==> src/timer16_pkg.sv <==
package timer16_pkg;

  // Counter width and bus geometry.
  localparam int CNT_W  = 16;
  localparam int ADDR_W = 5;
  localparam int DATA_W = 32;

  // Register byte offsets.
  localparam logic [ADDR_W-1:0] OFF_MODE_CTRL = 5'h00;
  localparam logic [ADDR_W-1:0] OFF_CAP_CTRL  = 5'h04;
  localparam logic [ADDR_W-1:0] OFF_PRESCALE  = 5'h08;
  localparam logic [ADDR_W-1:0] OFF_OUT_CTRL  = 5'h0c;
  localparam logic [ADDR_W-1:0] OFF_COUNT     = 5'h10;
  localparam logic [ADDR_W-1:0] OFF_CC_A      = 5'h14;
  localparam logic [ADDR_W-1:0] OFF_CC_B      = 5'h18;
  localparam logic [ADDR_W-1:0] OFF_IRQ_MASK  = 5'h1c;

  // Field positions.
  localparam int MODE_HI     = 3;
  localparam int MODE_LO     = 2;
  localparam int TOG_SEL_BIT = 1;
  localparam int CAP_A_BIT   = 0;
  localparam int REV_BIT     = 1;
  localparam int CAP_B_BIT   = 2;
  localparam int CLK_SEL_HI  = 1;
  localparam int CLK_SEL_LO  = 0;
  localparam int EDGE_A_HI   = 4;
  localparam int EDGE_A_LO   = 3;
  localparam int EDGE_B_HI   = 6;
  localparam int EDGE_B_LO   = 5;
  localparam int OUT_EN_BIT  = 0;
  localparam int MASK_A_BIT  = 0;
  localparam int MASK_B_BIT  = 1;

  // Operating modes.
  localparam logic [1:0] MODE_STOP      = 2'h0;
  localparam logic [1:0] MODE_FREE      = 2'h1;
  localparam logic [1:0] MODE_EDGE_CLR  = 2'h2;
  localparam logic [1:0] MODE_MATCH_CLR = 2'h3;

  // Count clock selections and divider masks.
  localparam logic [1:0] CLK_DIV1   = 2'h0;
  localparam logic [1:0] CLK_DIV4   = 2'h1;
  localparam logic [1:0] CLK_DIV256 = 2'h2;
  localparam logic [1:0] CLK_TRIG_A = 2'h3;
  localparam logic [7:0] DIV4_LAST   = 8'h03;
  localparam logic [7:0] DIV256_LAST = 8'hff;
  localparam logic [7:0] DIV4_MASK   = 8'h03;

  // Edge selections.
  localparam logic [1:0] EDGE_FALL = 2'h0;
  localparam logic [1:0] EDGE_RISE = 2'h1;
  localparam logic [1:0] EDGE_BOTH = 2'h3;

endpackage : timer16_pkg

==> src/trigger_edge_filter.sv <==
`timescale 1ns/1ps
module trigger_edge_filter
  import timer16_pkg::*;
(
  input  wire logic       clk_in,
  input  wire logic       resetn_in,
  input  wire logic       ce_in,
  input  wire logic       pin_in,
  input  wire logic [1:0] edge_sel_in,
  output logic            valid_edge_out,
  output logic            reverse_edge_out
);

  logic sync1_reg, sync2_reg, samp_reg, level_reg, valid_reg, rev_reg;
  logic samp_next, level_next, valid_next, rev_next;
  logic rise, fall;

  // Accept a new level only after two equal samples, then pick edges.
  always_comb
  begin
    samp_next  = sync2_reg;
    level_next = (sync2_reg == samp_reg) ? samp_reg : level_reg;
    rise       = level_next & ~level_reg;
    fall       = ~level_next & level_reg;
    case (edge_sel_in)
      EDGE_FALL:
      begin
        valid_next = fall;
        rev_next   = rise;
      end
      EDGE_RISE:
      begin
        valid_next = rise;
        rev_next   = fall;
      end
      EDGE_BOTH:
      begin
        valid_next = rise | fall;
        rev_next   = 1'b0;
      end
      default:
      begin
        valid_next = 1'b0;
        rev_next   = 1'b0;
      end
    endcase
  end

  // Synchroniser, filter and edge flops.
  always_ff @(posedge clk_in or negedge resetn_in)
  begin
    if (!resetn_in)
    begin
      sync1_reg <= 1'b0;
      sync2_reg <= 1'b0;
      samp_reg  <= 1'b0;
      level_reg <= 1'b0;
      valid_reg <= 1'b0;
      rev_reg   <= 1'b0;
    end
    else if (ce_in)
    begin
      sync1_reg <= pin_in;
      sync2_reg <= sync1_reg;
      samp_reg  <= samp_next;
      level_reg <= level_next;
      valid_reg <= valid_next;
      rev_reg   <= rev_next;
    end
  end

  assign valid_edge_out   = valid_reg;
  assign reverse_edge_out = rev_reg;

endmodule : trigger_edge_filter

==> src/count_tick_gen.sv <==
`timescale 1ns/1ps
module count_tick_gen
  import timer16_pkg::*;
(
  input  wire logic       clk_in,
  input  wire logic       resetn_in,
  input  wire logic       ce_in,
  input  wire logic [1:0] clk_sel_in,
  input  wire logic       trig_a_edge_in,
  output logic            tick_out
);

  logic [7:0] div_reg, div_next;
  logic       tick_reg, tick_next;

  // Free-running divider; the selection picks which wrap gives a tick.
  always_comb
  begin
    div_next = div_reg + 8'h01;
    case (clk_sel_in)
      CLK_DIV1:   tick_next = 1'b1;
      CLK_DIV4:   tick_next = (div_reg & DIV4_MASK) == DIV4_LAST;
      CLK_DIV256: tick_next = div_reg == DIV256_LAST;
      CLK_TRIG_A: tick_next = trig_a_edge_in;
      default:    tick_next = 1'b0;
    endcase
  end

  // Divider and tick flops.
  always_ff @(posedge clk_in or negedge resetn_in)
  begin
    if (!resetn_in)
    begin
      div_reg  <= 8'h00;
      tick_reg <= 1'b0;
    end
    else if (ce_in)
    begin
      div_reg  <= div_next;
      tick_reg <= tick_next;
    end
  end

  assign tick_out = tick_reg;

endmodule : count_tick_gen

==> src/edge_clear_capture_timer16.sv <==
// What this block does
// Event counting: interrupt A after compare A value plus one events.
// Software never loads compare A with zero in event or clear use.
// Match on B raises interrupt B even unused; software masks it.
// Mode field value 10 counts up on each count clock, clear-on-edge.
// A valid trigger A edge clears the counter, then counting resumes.
// Without trigger A edges the counter wraps past maximum and continues.
// Counting starts at once on entering the mode, no first edge wait.
// Compare A or B equal to counter raises interrupt A or B.
// Capture A copies counter on trigger B edge and raises interrupt A.
// Capture B copies counter on trigger A edge, interrupt B, then clears.
// Software must not pick trigger A edges as count clock here.
// Output toggles on matches; with toggle select also on trigger A edges.
// Reverse-phase select captures A on opposite edge without interrupt A.
// With reverse phase, trigger B edge raises interrupt A, no capture.
// Software ignores the toggle output while trigger B detection is used.
// Software reads both captures after interrupt B to get pulse widths.
// Reading the counter returns the live count without disturbing it.
// Trigger A edge accepted only after two consecutive equal samples.
// Clear and match in one tick: clear, flag match, toggle per source.
//
// Design decisions made here: the Avalon-MM interface to the registers and the register offsets.
`timescale 1ns/1ps
module edge_clear_capture_timer16
  import timer16_pkg::*;
#(
  parameter int WIDTH = CNT_W
)
(
  input  wire logic              CLK_IN,
  input  wire logic              RESETN_IN,
  input  wire logic              CE_IN,
  input  wire logic [ADDR_W-1:0] ADDRESS_IN,
  input  wire logic              READ_IN,
  input  wire logic              WRITE_IN,
  input  wire logic [DATA_W-1:0] WRITEDATA_IN,
  input  wire logic [3:0]        BYTEENABLE_IN,
  output logic      [DATA_W-1:0] READDATA_OUT,
  output logic                   WAITREQUEST_OUT,
  input  wire logic              TRIGGER_INPUT_A_IN,
  input  wire logic              TRIGGER_INPUT_B_IN,
  output logic                   TIMER_TOGGLE_OUT,
  output logic                   MATCH_A_INTERRUPT_OUT,
  output logic                   MATCH_B_INTERRUPT_OUT
);

  // Refuse widths that the bus lanes or the counter cannot serve.
  if (WIDTH < 2 || WIDTH > CNT_W)
  begin : g_width_check
    $error("edge_clear_capture_timer16: WIDTH out of range");
  end

  typedef enum logic {BUS_IDLE, BUS_ANSWER} bus_state_e;

  bus_state_e        bus_state_reg, bus_state_next;
  logic              wait_reg, wait_next;
  logic [DATA_W-1:0] rdata_reg, rdata_next;
  logic [7:0]        mode_ctrl_reg, mode_ctrl_next;
  logic [7:0]        cap_ctrl_reg, cap_ctrl_next;
  logic [7:0]        prescale_reg, prescale_next;
  logic [7:0]        out_ctrl_reg, out_ctrl_next;
  logic [1:0]        mask_reg, mask_next;
  logic [WIDTH-1:0]  cnt_reg, cnt_next;
  logic [WIDTH-1:0]  cc_a_reg, cc_a_next;
  logic [WIDTH-1:0]  cc_b_reg, cc_b_next;
  logic              tog_reg, tog_next;
  logic              irq_a_reg, irq_a_next;
  logic              irq_b_reg, irq_b_next;

  logic [1:0] mode;
  logic       running, tick, trig_a_edge, trig_a_rev, trig_b_edge;
  logic       cap_a_mode, cap_b_mode, rev_sel, out_en, tog_sel;
  logic       match_a_hit, match_b_hit, cap_a_evt, cap_b_evt;
  logic       edge_clear, bus_wr;

  // Trigger A: synchronised, noise-filtered, edge selected.
  trigger_edge_filter u_trig_a (
    .clk_in           (CLK_IN),
    .resetn_in        (RESETN_IN),
    .ce_in            (CE_IN),
    .pin_in           (TRIGGER_INPUT_A_IN),
    .edge_sel_in      (prescale_reg[EDGE_A_HI:EDGE_A_LO]),
    .valid_edge_out   (trig_a_edge),
    .reverse_edge_out (trig_a_rev)
  );

  // Trigger B: only its valid edge is used.
  trigger_edge_filter u_trig_b (
    .clk_in           (CLK_IN),
    .resetn_in        (RESETN_IN),
    .ce_in            (CE_IN),
    .pin_in           (TRIGGER_INPUT_B_IN),
    .edge_sel_in      (prescale_reg[EDGE_B_HI:EDGE_B_LO]),
    .valid_edge_out   (trig_b_edge),
    .reverse_edge_out ()
  );

  // Count clock from the prescaler or from trigger A edges.
  count_tick_gen u_tick (
    .clk_in         (CLK_IN),
    .resetn_in      (RESETN_IN),
    .ce_in          (CE_IN),
    .clk_sel_in     (prescale_reg[CLK_SEL_HI:CLK_SEL_LO]),
    .trig_a_edge_in (trig_a_edge),
    .tick_out       (tick)
  );

  // Merge a bus write into a counter-wide register by byte lane.
  function automatic logic [WIDTH-1:0] merge_lanes(
    input logic [WIDTH-1:0]  old_val,
    input logic [DATA_W-1:0] wdata,
    input logic [3:0]        be
  );
    logic [WIDTH-1:0] res;
    res = old_val;
    for (int i = 0; i < WIDTH; i++)
    begin
      if (be[i/8])
      begin
        res[i] = wdata[i];
      end
    end
    return res;
  endfunction : merge_lanes

  // Decoded control fields.
  always_comb
  begin
    mode       = mode_ctrl_reg[MODE_HI:MODE_LO];
    tog_sel    = mode_ctrl_reg[TOG_SEL_BIT];
    cap_a_mode = cap_ctrl_reg[CAP_A_BIT];
    rev_sel    = cap_ctrl_reg[REV_BIT];
    cap_b_mode = cap_ctrl_reg[CAP_B_BIT];
    out_en     = out_ctrl_reg[OUT_EN_BIT];
    running    = mode != MODE_STOP;
  end

  // Events of this cycle: matches on a count tick, captures and the edge clear.
  always_comb
  begin
    match_a_hit = running & tick & ~cap_a_mode
                  & (cnt_reg == cc_a_reg);
    match_b_hit = running & tick & ~cap_b_mode
                  & (cnt_reg == cc_b_reg);
    cap_a_evt   = running & cap_a_mode
                  & (rev_sel ? trig_a_rev : trig_b_edge);
    cap_b_evt   = running & cap_b_mode & trig_a_edge;
    edge_clear  = (mode == MODE_EDGE_CLR) & trig_a_edge;
  end

  // Counter: counts from entry, clears on edge or match, wraps otherwise.
  always_comb
  begin
    cnt_next = cnt_reg;
    if (!running)
    begin
      cnt_next = '0;
    end
    else if (edge_clear)
    begin
      cnt_next = '0;
    end
    else if (tick)
    begin
      if (mode == MODE_MATCH_CLR && match_a_hit)
      begin
        cnt_next = '0;
      end
      else
      begin
        cnt_next = cnt_reg + WIDTH'(1);
      end
    end
  end

  // Interrupt pulses, gated by the mask, and the toggle output.
  always_comb
  begin
    irq_a_next = (match_a_hit | (running & cap_a_mode & trig_b_edge))
                 & ~mask_reg[MASK_A_BIT];
    irq_b_next = (match_b_hit | cap_b_evt)
                 & ~mask_reg[MASK_B_BIT];
    tog_next   = 1'b0;
    if (out_en)
    begin
      tog_next = tog_reg ^ match_a_hit ^ match_b_hit
                 ^ (tog_sel & running & trig_a_edge);
    end
  end

  // Bus handshake: take a request while idle, answer one cycle later.
  always_comb
  begin
    bus_state_next = bus_state_reg;
    rdata_next     = rdata_reg;
    bus_wr         = 1'b0;
    case (bus_state_reg)
      BUS_IDLE:
      begin
        if (READ_IN || WRITE_IN)
        begin
          bus_state_next = BUS_ANSWER;
          rdata_next     = '0;
          if (READ_IN)
          begin
            case (ADDRESS_IN)
              OFF_MODE_CTRL: rdata_next[7:0] = mode_ctrl_reg;
              OFF_CAP_CTRL:  rdata_next[7:0] = cap_ctrl_reg;
              OFF_PRESCALE:  rdata_next[7:0] = prescale_reg;
              OFF_OUT_CTRL:  rdata_next[7:0] = out_ctrl_reg;
              OFF_COUNT:     rdata_next[WIDTH-1:0] = cnt_reg;
              OFF_CC_A:      rdata_next[WIDTH-1:0] = cc_a_reg;
              OFF_CC_B:      rdata_next[WIDTH-1:0] = cc_b_reg;
              OFF_IRQ_MASK:  rdata_next[1:0] = mask_reg;
              default:       rdata_next = '0;
            endcase
          end
        end
      end
      BUS_ANSWER:
      begin
        bus_state_next = BUS_IDLE;
        bus_wr         = WRITE_IN;
      end
      default:
      begin
        bus_state_next = BUS_IDLE;
      end
    endcase
    wait_next = bus_state_next != BUS_ANSWER;
  end

  // Register writes; a capture in the same cycle wins over software.
  always_comb
  begin
    mode_ctrl_next = mode_ctrl_reg;
    cap_ctrl_next  = cap_ctrl_reg;
    prescale_next  = prescale_reg;
    out_ctrl_next  = out_ctrl_reg;
    mask_next      = mask_reg;
    cc_a_next      = cc_a_reg;
    cc_b_next      = cc_b_reg;
    if (bus_wr && BYTEENABLE_IN[0])
    begin
      case (ADDRESS_IN)
        OFF_MODE_CTRL: mode_ctrl_next = WRITEDATA_IN[7:0];
        OFF_CAP_CTRL:  cap_ctrl_next  = WRITEDATA_IN[7:0];
        OFF_PRESCALE:  prescale_next  = WRITEDATA_IN[7:0];
        OFF_OUT_CTRL:  out_ctrl_next  = WRITEDATA_IN[7:0];
        OFF_IRQ_MASK:  mask_next      = WRITEDATA_IN[1:0];
        default:       mask_next      = mask_reg;
      endcase
    end
    if (bus_wr && ADDRESS_IN == OFF_CC_A)
    begin
      cc_a_next = merge_lanes(cc_a_reg, WRITEDATA_IN, BYTEENABLE_IN);
    end
    if (bus_wr && ADDRESS_IN == OFF_CC_B)
    begin
      cc_b_next = merge_lanes(cc_b_reg, WRITEDATA_IN, BYTEENABLE_IN);
    end
    if (cap_a_evt)
    begin
      cc_a_next = cnt_reg;
    end
    if (cap_b_evt)
    begin
      cc_b_next = cnt_reg;
    end
  end

  // All block state; a low clock enable freezes everything.
  always_ff @(posedge CLK_IN or negedge RESETN_IN)
  begin
    if (!RESETN_IN)
    begin
      bus_state_reg <= BUS_IDLE;
      wait_reg      <= 1'b1;
      rdata_reg     <= '0;
      mode_ctrl_reg <= '0;
      cap_ctrl_reg  <= '0;
      prescale_reg  <= '0;
      out_ctrl_reg  <= '0;
      mask_reg      <= '0;
      cnt_reg       <= '0;
      cc_a_reg      <= '0;
      cc_b_reg      <= '0;
      tog_reg       <= 1'b0;
      irq_a_reg     <= 1'b0;
      irq_b_reg     <= 1'b0;
    end
    else if (CE_IN)
    begin
      bus_state_reg <= bus_state_next;
      wait_reg      <= wait_next;
      rdata_reg     <= rdata_next;
      mode_ctrl_reg <= mode_ctrl_next;
      cap_ctrl_reg  <= cap_ctrl_next;
      prescale_reg  <= prescale_next;
      out_ctrl_reg  <= out_ctrl_next;
      mask_reg      <= mask_next;
      cnt_reg       <= cnt_next;
      cc_a_reg      <= cc_a_next;
      cc_b_reg      <= cc_b_next;
      tog_reg       <= tog_next;
      irq_a_reg     <= irq_a_next;
      irq_b_reg     <= irq_b_next;
    end
  end

  // Outputs straight from flops.
  assign READDATA_OUT          = rdata_reg;
  assign WAITREQUEST_OUT       = wait_reg;
  assign TIMER_TOGGLE_OUT      = tog_reg;
  assign MATCH_A_INTERRUPT_OUT = irq_a_reg;
  assign MATCH_B_INTERRUPT_OUT = irq_b_reg;
endmodule : edge_clear_capture_timer16

==> config.mk <==
export PLATFORM = sky130hd
export DESIGN_NAME = edge_clear_capture_timer16
export DESIGN_NICKNAME = d
export VERILOG_FILES = /design/src/timer16_pkg.sv /design/src/trigger_edge_filter.sv /design/src/count_tick_gen.sv /design/src/edge_clear_capture_timer16.sv
export SDC_FILE = /design/constraint.sdc
export NUM_CORES = 1
export LEC_CHECK = 0
export CAP_MARGIN = 20
export CORE_MARGIN = 1
export CORE_UTILIZATION = 45
export CTS_CLUSTER_DIAMETER = 80
export DETAILED_ROUTE_END_ITERATION = 16
export DONT_BUFFER_PORTS = 1
export PLACE_DENSITY_LB_ADDON = 0.05
export SLEW_MARGIN = 0
export SYNTH_ARGS = -nofsm -noshare
export SYNTH_HDL_FRONTEND = slang
export SYNTH_HIERARCHICAL = 1
export SYNTH_SLANG_ARGS = --single-unit
==> constraint.sdc <==
create_clock -name CLK_IN -period 2.2 [get_ports CLK_IN]
set_clock_uncertainty 0.15 [all_clocks]
set_input_delay 0.11 -clock CLK_IN [delete_from_list [all_inputs] [get_ports CLK_IN]]
set_output_delay 0.11 -clock CLK_IN [all_outputs]
set_load 0.02 [all_outputs]
Word level (Yosys, flattened, before mapping)
Cells that the tools add are included.

Bits in registers: 139. Word-level logic and storage cells: 156.

$add $sub $neg: 2. Muxes and demuxes: 39. Bitwise gates (word level): 36. Equality and inequality tests: 23. Reduce and logical (&&, ||, !) cells: 27.

Operators with widths (number): 16-bit two-way mux (9); 6-bit one-hot mux with 7 select lines (1); 16-bit == test (2); 3-bit AND reduction (10); 8-bit one-hot mux with 3 select lines (1); 1-bit two-way mux (22); 5-bit == test, second input constant (4); 1-bit bitwise AND (19); 16-bit by 1-bit adder with 16-bit output, second input constant (1); 2-bit one-hot mux with 8 select lines (1); 2-bit == test, second input constant (7); 2-bit nonzero test (7); 5-bit by 4-bit == test with 1-bit output, second input constant (2); 1-bit inverter (10); 8-bit by 1-bit adder with 8-bit output, second input constant (1); 8-bit == test, second input constant (1); 2-bit by 1-bit == test with 1-bit output, second input constant (3); 2-bit logical NOT (3); 1-bit one-hot mux with 3 select lines (2); 5-bit by 3-bit == test with 1-bit output, second input constant (1); 5-bit logical NOT (1); 1-bit logical AND (4); 1-bit bitwise OR (4); 1-bit one-hot mux with 2 select lines (2); other kinds (6) (9).

Longest topological paths before layout
Depth after elaboration: 9. Gate-level depth with buffers: 9. Depth with buffers taken out: 7.

Cells and area by module
Netlist, hierarchy kept.

Modules (own cells, without submodules): edge_clear_capture_timer16 (sequential area each 2578.7 um2, instances 1, area each 5494.0 um2, cells an instance 526); trigger_edge_filter (sequential area each 150.1 um2, instances 2, area each 320.3 um2, cells an instance 29); count_tick_gen (sequential area each 225.2 um2, instances 1, area each 410.4 um2, cells an instance 35).

Worst setup path before layout
OpenSTA, ideal clock, no wires.

Kind: register -> register. Start point: reg cnt_reg[1]. End point: reg tog_reg (netlist: TIMER_TOGGLE_OUT). Required time: 1.926 ns. Stages on the path, launching flop included: 8. Period minus slack after synthesis: 2.166 ns. Path buffers: 1. Path slack: 0.034 ns. Arrival time: 1.892 ns. Path through: dfrtp_1 buf_2 xor2_1 nor4_1 nand4_1 xnor2_1 mux2_4 a211o_1.

Longest elaborated chain between the ends: 6. Elaborated cells between the ends (all ways): 8. Classes of those cells: eq/ne (2); mux (1); bitwise (5).

RTL lines: start: declaration (RTL line edge_clear_capture_timer16.sv:63) `logic [WIDTH-1:0] cnt_reg, cnt_next;`; start signal: assignment (RTL line edge_clear_capture_timer16.sv:302) `cnt_reg <= cnt_next;`; 16-bit == test (RTL line edge_clear_capture_timer16.sv:142) `& (cnt_reg == cc_a_reg);`; 1-bit bitwise AND (RTL line edge_clear_capture_timer16.sv:142); 1-bit XOR (RTL line edge_clear_capture_timer16.sv:186) `tog_next = tog_reg ^ match_a_hit ^ match_b_hit`; 1-bit XOR * (RTL line edge_clear_capture_timer16.sv:186); 1-bit XOR * (RTL line edge_clear_capture_timer16.sv:187) `^ (tog_sel & running & trig_a_edge);`; 1-bit two-way mux * (RTL line edge_clear_capture_timer16.sv:184) `if (out_en)`; end signal: assignment (RTL line edge_clear_capture_timer16.sv:305) `tog_reg <= tog_next;`; end: declaration (RTL line edge_clear_capture_timer16.sv:66) `logic tog_reg, tog_next;`.

Every way passes the cells marked *; elsewhere a longest branch is shown, timed or not. A chain may end at the register's enable or synchronous reset.

Worst setup path in the final report
Start point: reg cnt_reg[8]. End point: reg tog_reg (netlist: TIMER_TOGGLE_OUT).

Same word-level chain as after synthesis.

==> impl_metrics.json <==
{
  "status": "complete, but fails checks",
  "violated_checks": "negative hold slack, negative setup slack",
  "synthesis.area_mm2": 0.00650,
  "post-route-min-period_ns": 2.33,
  "number_of_buffers_on_the_longest_clock_path": 2,
  "finish.net_count": 758,
  "critPathLaunchType": "flop",
  "htree_num_levels": 4,
  "fp-row-count": 43,
  "crit_start": "cnt_reg[8]",
  "number_of_antenna_violations_at_the_first_check_in_global_routing": 0,
  "die_h_um": 122,
  "critical_path_required_ns": 2.35,
  "yosys_warnings": 6,
  "drt-vias-per-instance": 5.70,
  "grt_pass1_wl_um": 28500,
  "overall_overflow_remaining_after_global_route": 0,
  "floorplan.die.width_um": 122,
  "post_route_cells_drive_above_1_share": 0.248,
  "detail-route-antenna-nets": 0,
  "route.vias.total": 5110,
  "maxCapViolations": 0,
  "totalNegativeSetupSlack_ns": -1.06,
  "critical_path.endpoint_type": "flop",
  "effective_utilization_at_floorplan": 0.465,
  "hold_violations": 123,
  "worstReg2RegStart": "cnt_reg[8]",
  "boundaryPins": 84,
  "dpl.cell_count": 831,
  "totalWireLength_um": 18300,
  "dieArea_mm2": 0.0149,
  "cp.arrival_ns": 2.47,
  "ir_worst_vdd_uv": 494,
  "portBuffers": 0,
  "report.final.setup_viol": 15,
  "worstMarginPinSlew_ns": 0.617,
  "critical_path_class": "flop to flop",
  "setup_repair_after_global_routing_missed_its_margin": "yes",
  "grt_total_usage": 0.261,
  "cts-root-buf": "sky130_fd_sc_hd__clkbuf_16",
  "timing.fmax_ghz": 0.430,
  "core-area_mm2": 0.0140,
  "fin_worst_hold_slack_ns": -0.767,
  "setup_ws_ns": -0.126,
  "synthesis.instances": 615,
  "wire_per_inst_um": 20.4,
  "final_min_period_over_clock_period": 1.06,
  "timing.final.max_slew_violations": 0,
  "min-delay-path-class": "input port to async pin",
  "tritoncts": "built",
  "cts-buffers-inserted": 17,
  "first_global_vias": 5220,
  "num_antenna_cells": 0,
  "place_congestion": 0.897,
  "synthesis.area_per_instance_um2": 10.6,
  "hpwl_um": 12500,
  "p_leak_nw": 3.97,
  "critical_path_peak_fanout": 3,
  "drt_pass1_iterations": 7,
  "n_fill_cell": 1231,
  "grt_start_max_net_pins": 124,
  "finish.utilization": 0.584,
  "cts.clk_slew.worst_paths_ns": 0.06,
  "slew-limit-headroom": 0.586,
  "clock_sink_count": 123,
  "synthToLayoutAreaGrowth_pct": 25.6,
  "route.detailed.drc": 0,
  "clock_latency_ns": 0.42,
  "final_cells": 897,
  "drc_marker_count_from_the_first_detailed_route_iteration": 341,
  "power.density_cell_area_mw_per_mm2": 806
}
==> what timing repair did <==
item                                    in CTS  in global routing
hold buffers                                27                  2
pin swaps                                    9                  6
buffers inserted                             4                  0
hold endpoints to repair                   233                127
gates resized for setup                      7                 10
endpoints found under the setup margin      18                 20
==> placed cells by master, fill, tap and decap left out, types with 4 or more instances in the layout <==
master / count
sky130_fd_sc_hd__conb_1: 16
sky130_fd_sc_hd__xor2_1: 35
sky130_fd_sc_hd__o21ai_0: 47
sky130_fd_sc_hd__dfrtp_1: 122
sky130_fd_sc_hd__nor2_2: 4
sky130_fd_sc_hd__o22ai_1: 4
sky130_fd_sc_hd__mux2i_1: 35
sky130_fd_sc_hd__clkbuf_16: 17
sky130_fd_sc_hd__dlygate4sd3_1: 28
sky130_fd_sc_hd__a22oi_1: 16
sky130_fd_sc_hd__nand2_1: 67
sky130_fd_sc_hd__buf_4: 72
sky130_fd_sc_hd__a222oi_1: 14
sky130_fd_sc_hd__inv_1: 14
sky130_fd_sc_hd__bufinv_16: 6
sky130_fd_sc_hd__and3_1: 4
sky130_fd_sc_hd__nand4_1: 14
sky130_fd_sc_hd__mux2_2: 41
sky130_fd_sc_hd__nand2b_1: 4
sky130_fd_sc_hd__a22o_1: 10
sky130_fd_sc_hd__nor2_1: 29
sky130_fd_sc_hd__nor4_1: 4
sky130_fd_sc_hd__ha_1: 6
sky130_fd_sc_hd__nand3_1: 18
sky130_fd_sc_hd__xnor2_1: 14
sky130_fd_sc_hd__buf_12: 4
sky130_fd_sc_hd__a21oi_1: 6
==> per-layer routing <==
layer | track usage | share of wire | vias to the layer above | wire (um)
met5 | 0 | 0 | - | 0
met4 | 0.0991 | 0.019 | 0 | 348
met3 | 0.0520 | 0.056 | 29 | 1030
met2 | 0.406 | 0.46 | 176 | 8490
met1 | 0.358 | 0.46 | 2551 | 8440
li1 | - | - | 2354 | -
==> path summary, 6_finish.rpt <==
| check | cells past startpoint | slack, ns | to |
|---|---|---|---|
| worst min register to register | 1 | 0.31 | u_tick/div_reg[7] |
| worst min-delay path | 0 | -0.77 | cc_b_reg[10] |
| min in group CLK_IN | 4 | 0.01 | cc_b_reg[2] |
| worst max-delay path | 8 | -0.13 | TIMER_TOGGLE_OUT |
| max in group asynchronous | 0 | 2.46 | TIMER_TOGGLE_OUT |
| worst max register to register | 8 | -0.13 | TIMER_TOGGLE_OUT |
==> cell type report <==
cell class / instances / area, um^2 / share of cell area
Inverter: 14 / 52.6 / 0.00644
Clock inverter: 12 / 218 / 0.0267
Multi-Input combinational cell: 441 / 3200 / 0.392
Sequential cell: 123 / 3080 / 0.377
Tap cell: 180 / 225 / 0.0276
Clock buffer: 20 / 457 / 0.0559
Timing Repair Buffer: 107 / 935 / 0.115
==> through the flow <==
step / cell area, um^2 / power (mW) / setup WS, ns
detailed placement: 7040 / 3.31 / -0.187
global placement: 7040 / 3.28 / -0.117
global route: 8160 / 6.87 / -0.180
CTS: 8070 / 6.61 / -0.0793
floorplan: 6560 / 3.14 / 0.0337
finish: 8160 / 6.58 / -0.126
==> where the power goes <==
| group | switching, mW | internal [mW] | total [mW] |
|---|---|---|---|
| Combinational | 0.352 | 0.369 | 0.721 |
| Clock | 1.02 | 2.18 | 3.19 |
| Sequential | 0.212 | 2.45 | 2.67 |
==> worst max-delay path: stages, from the launching register on <==
cell and delay (ns):
sky130_fd_sc_hd__dfrtp_1 0.38, sky130_fd_sc_hd__buf_6 0.13, sky130_fd_sc_hd__xor2_4 0.18, sky130_fd_sc_hd__nor4_4 0.35, sky130_fd_sc_hd__nand4_1 0.21, sky130_fd_sc_hd__nor2_2 0.21
sky130_fd_sc_hd__nor2_1 0.07, sky130_fd_sc_hd__mux2_4 0.27, sky130_fd_sc_hd__a211o_1 0.25
(Power assumes the default switching activity.)
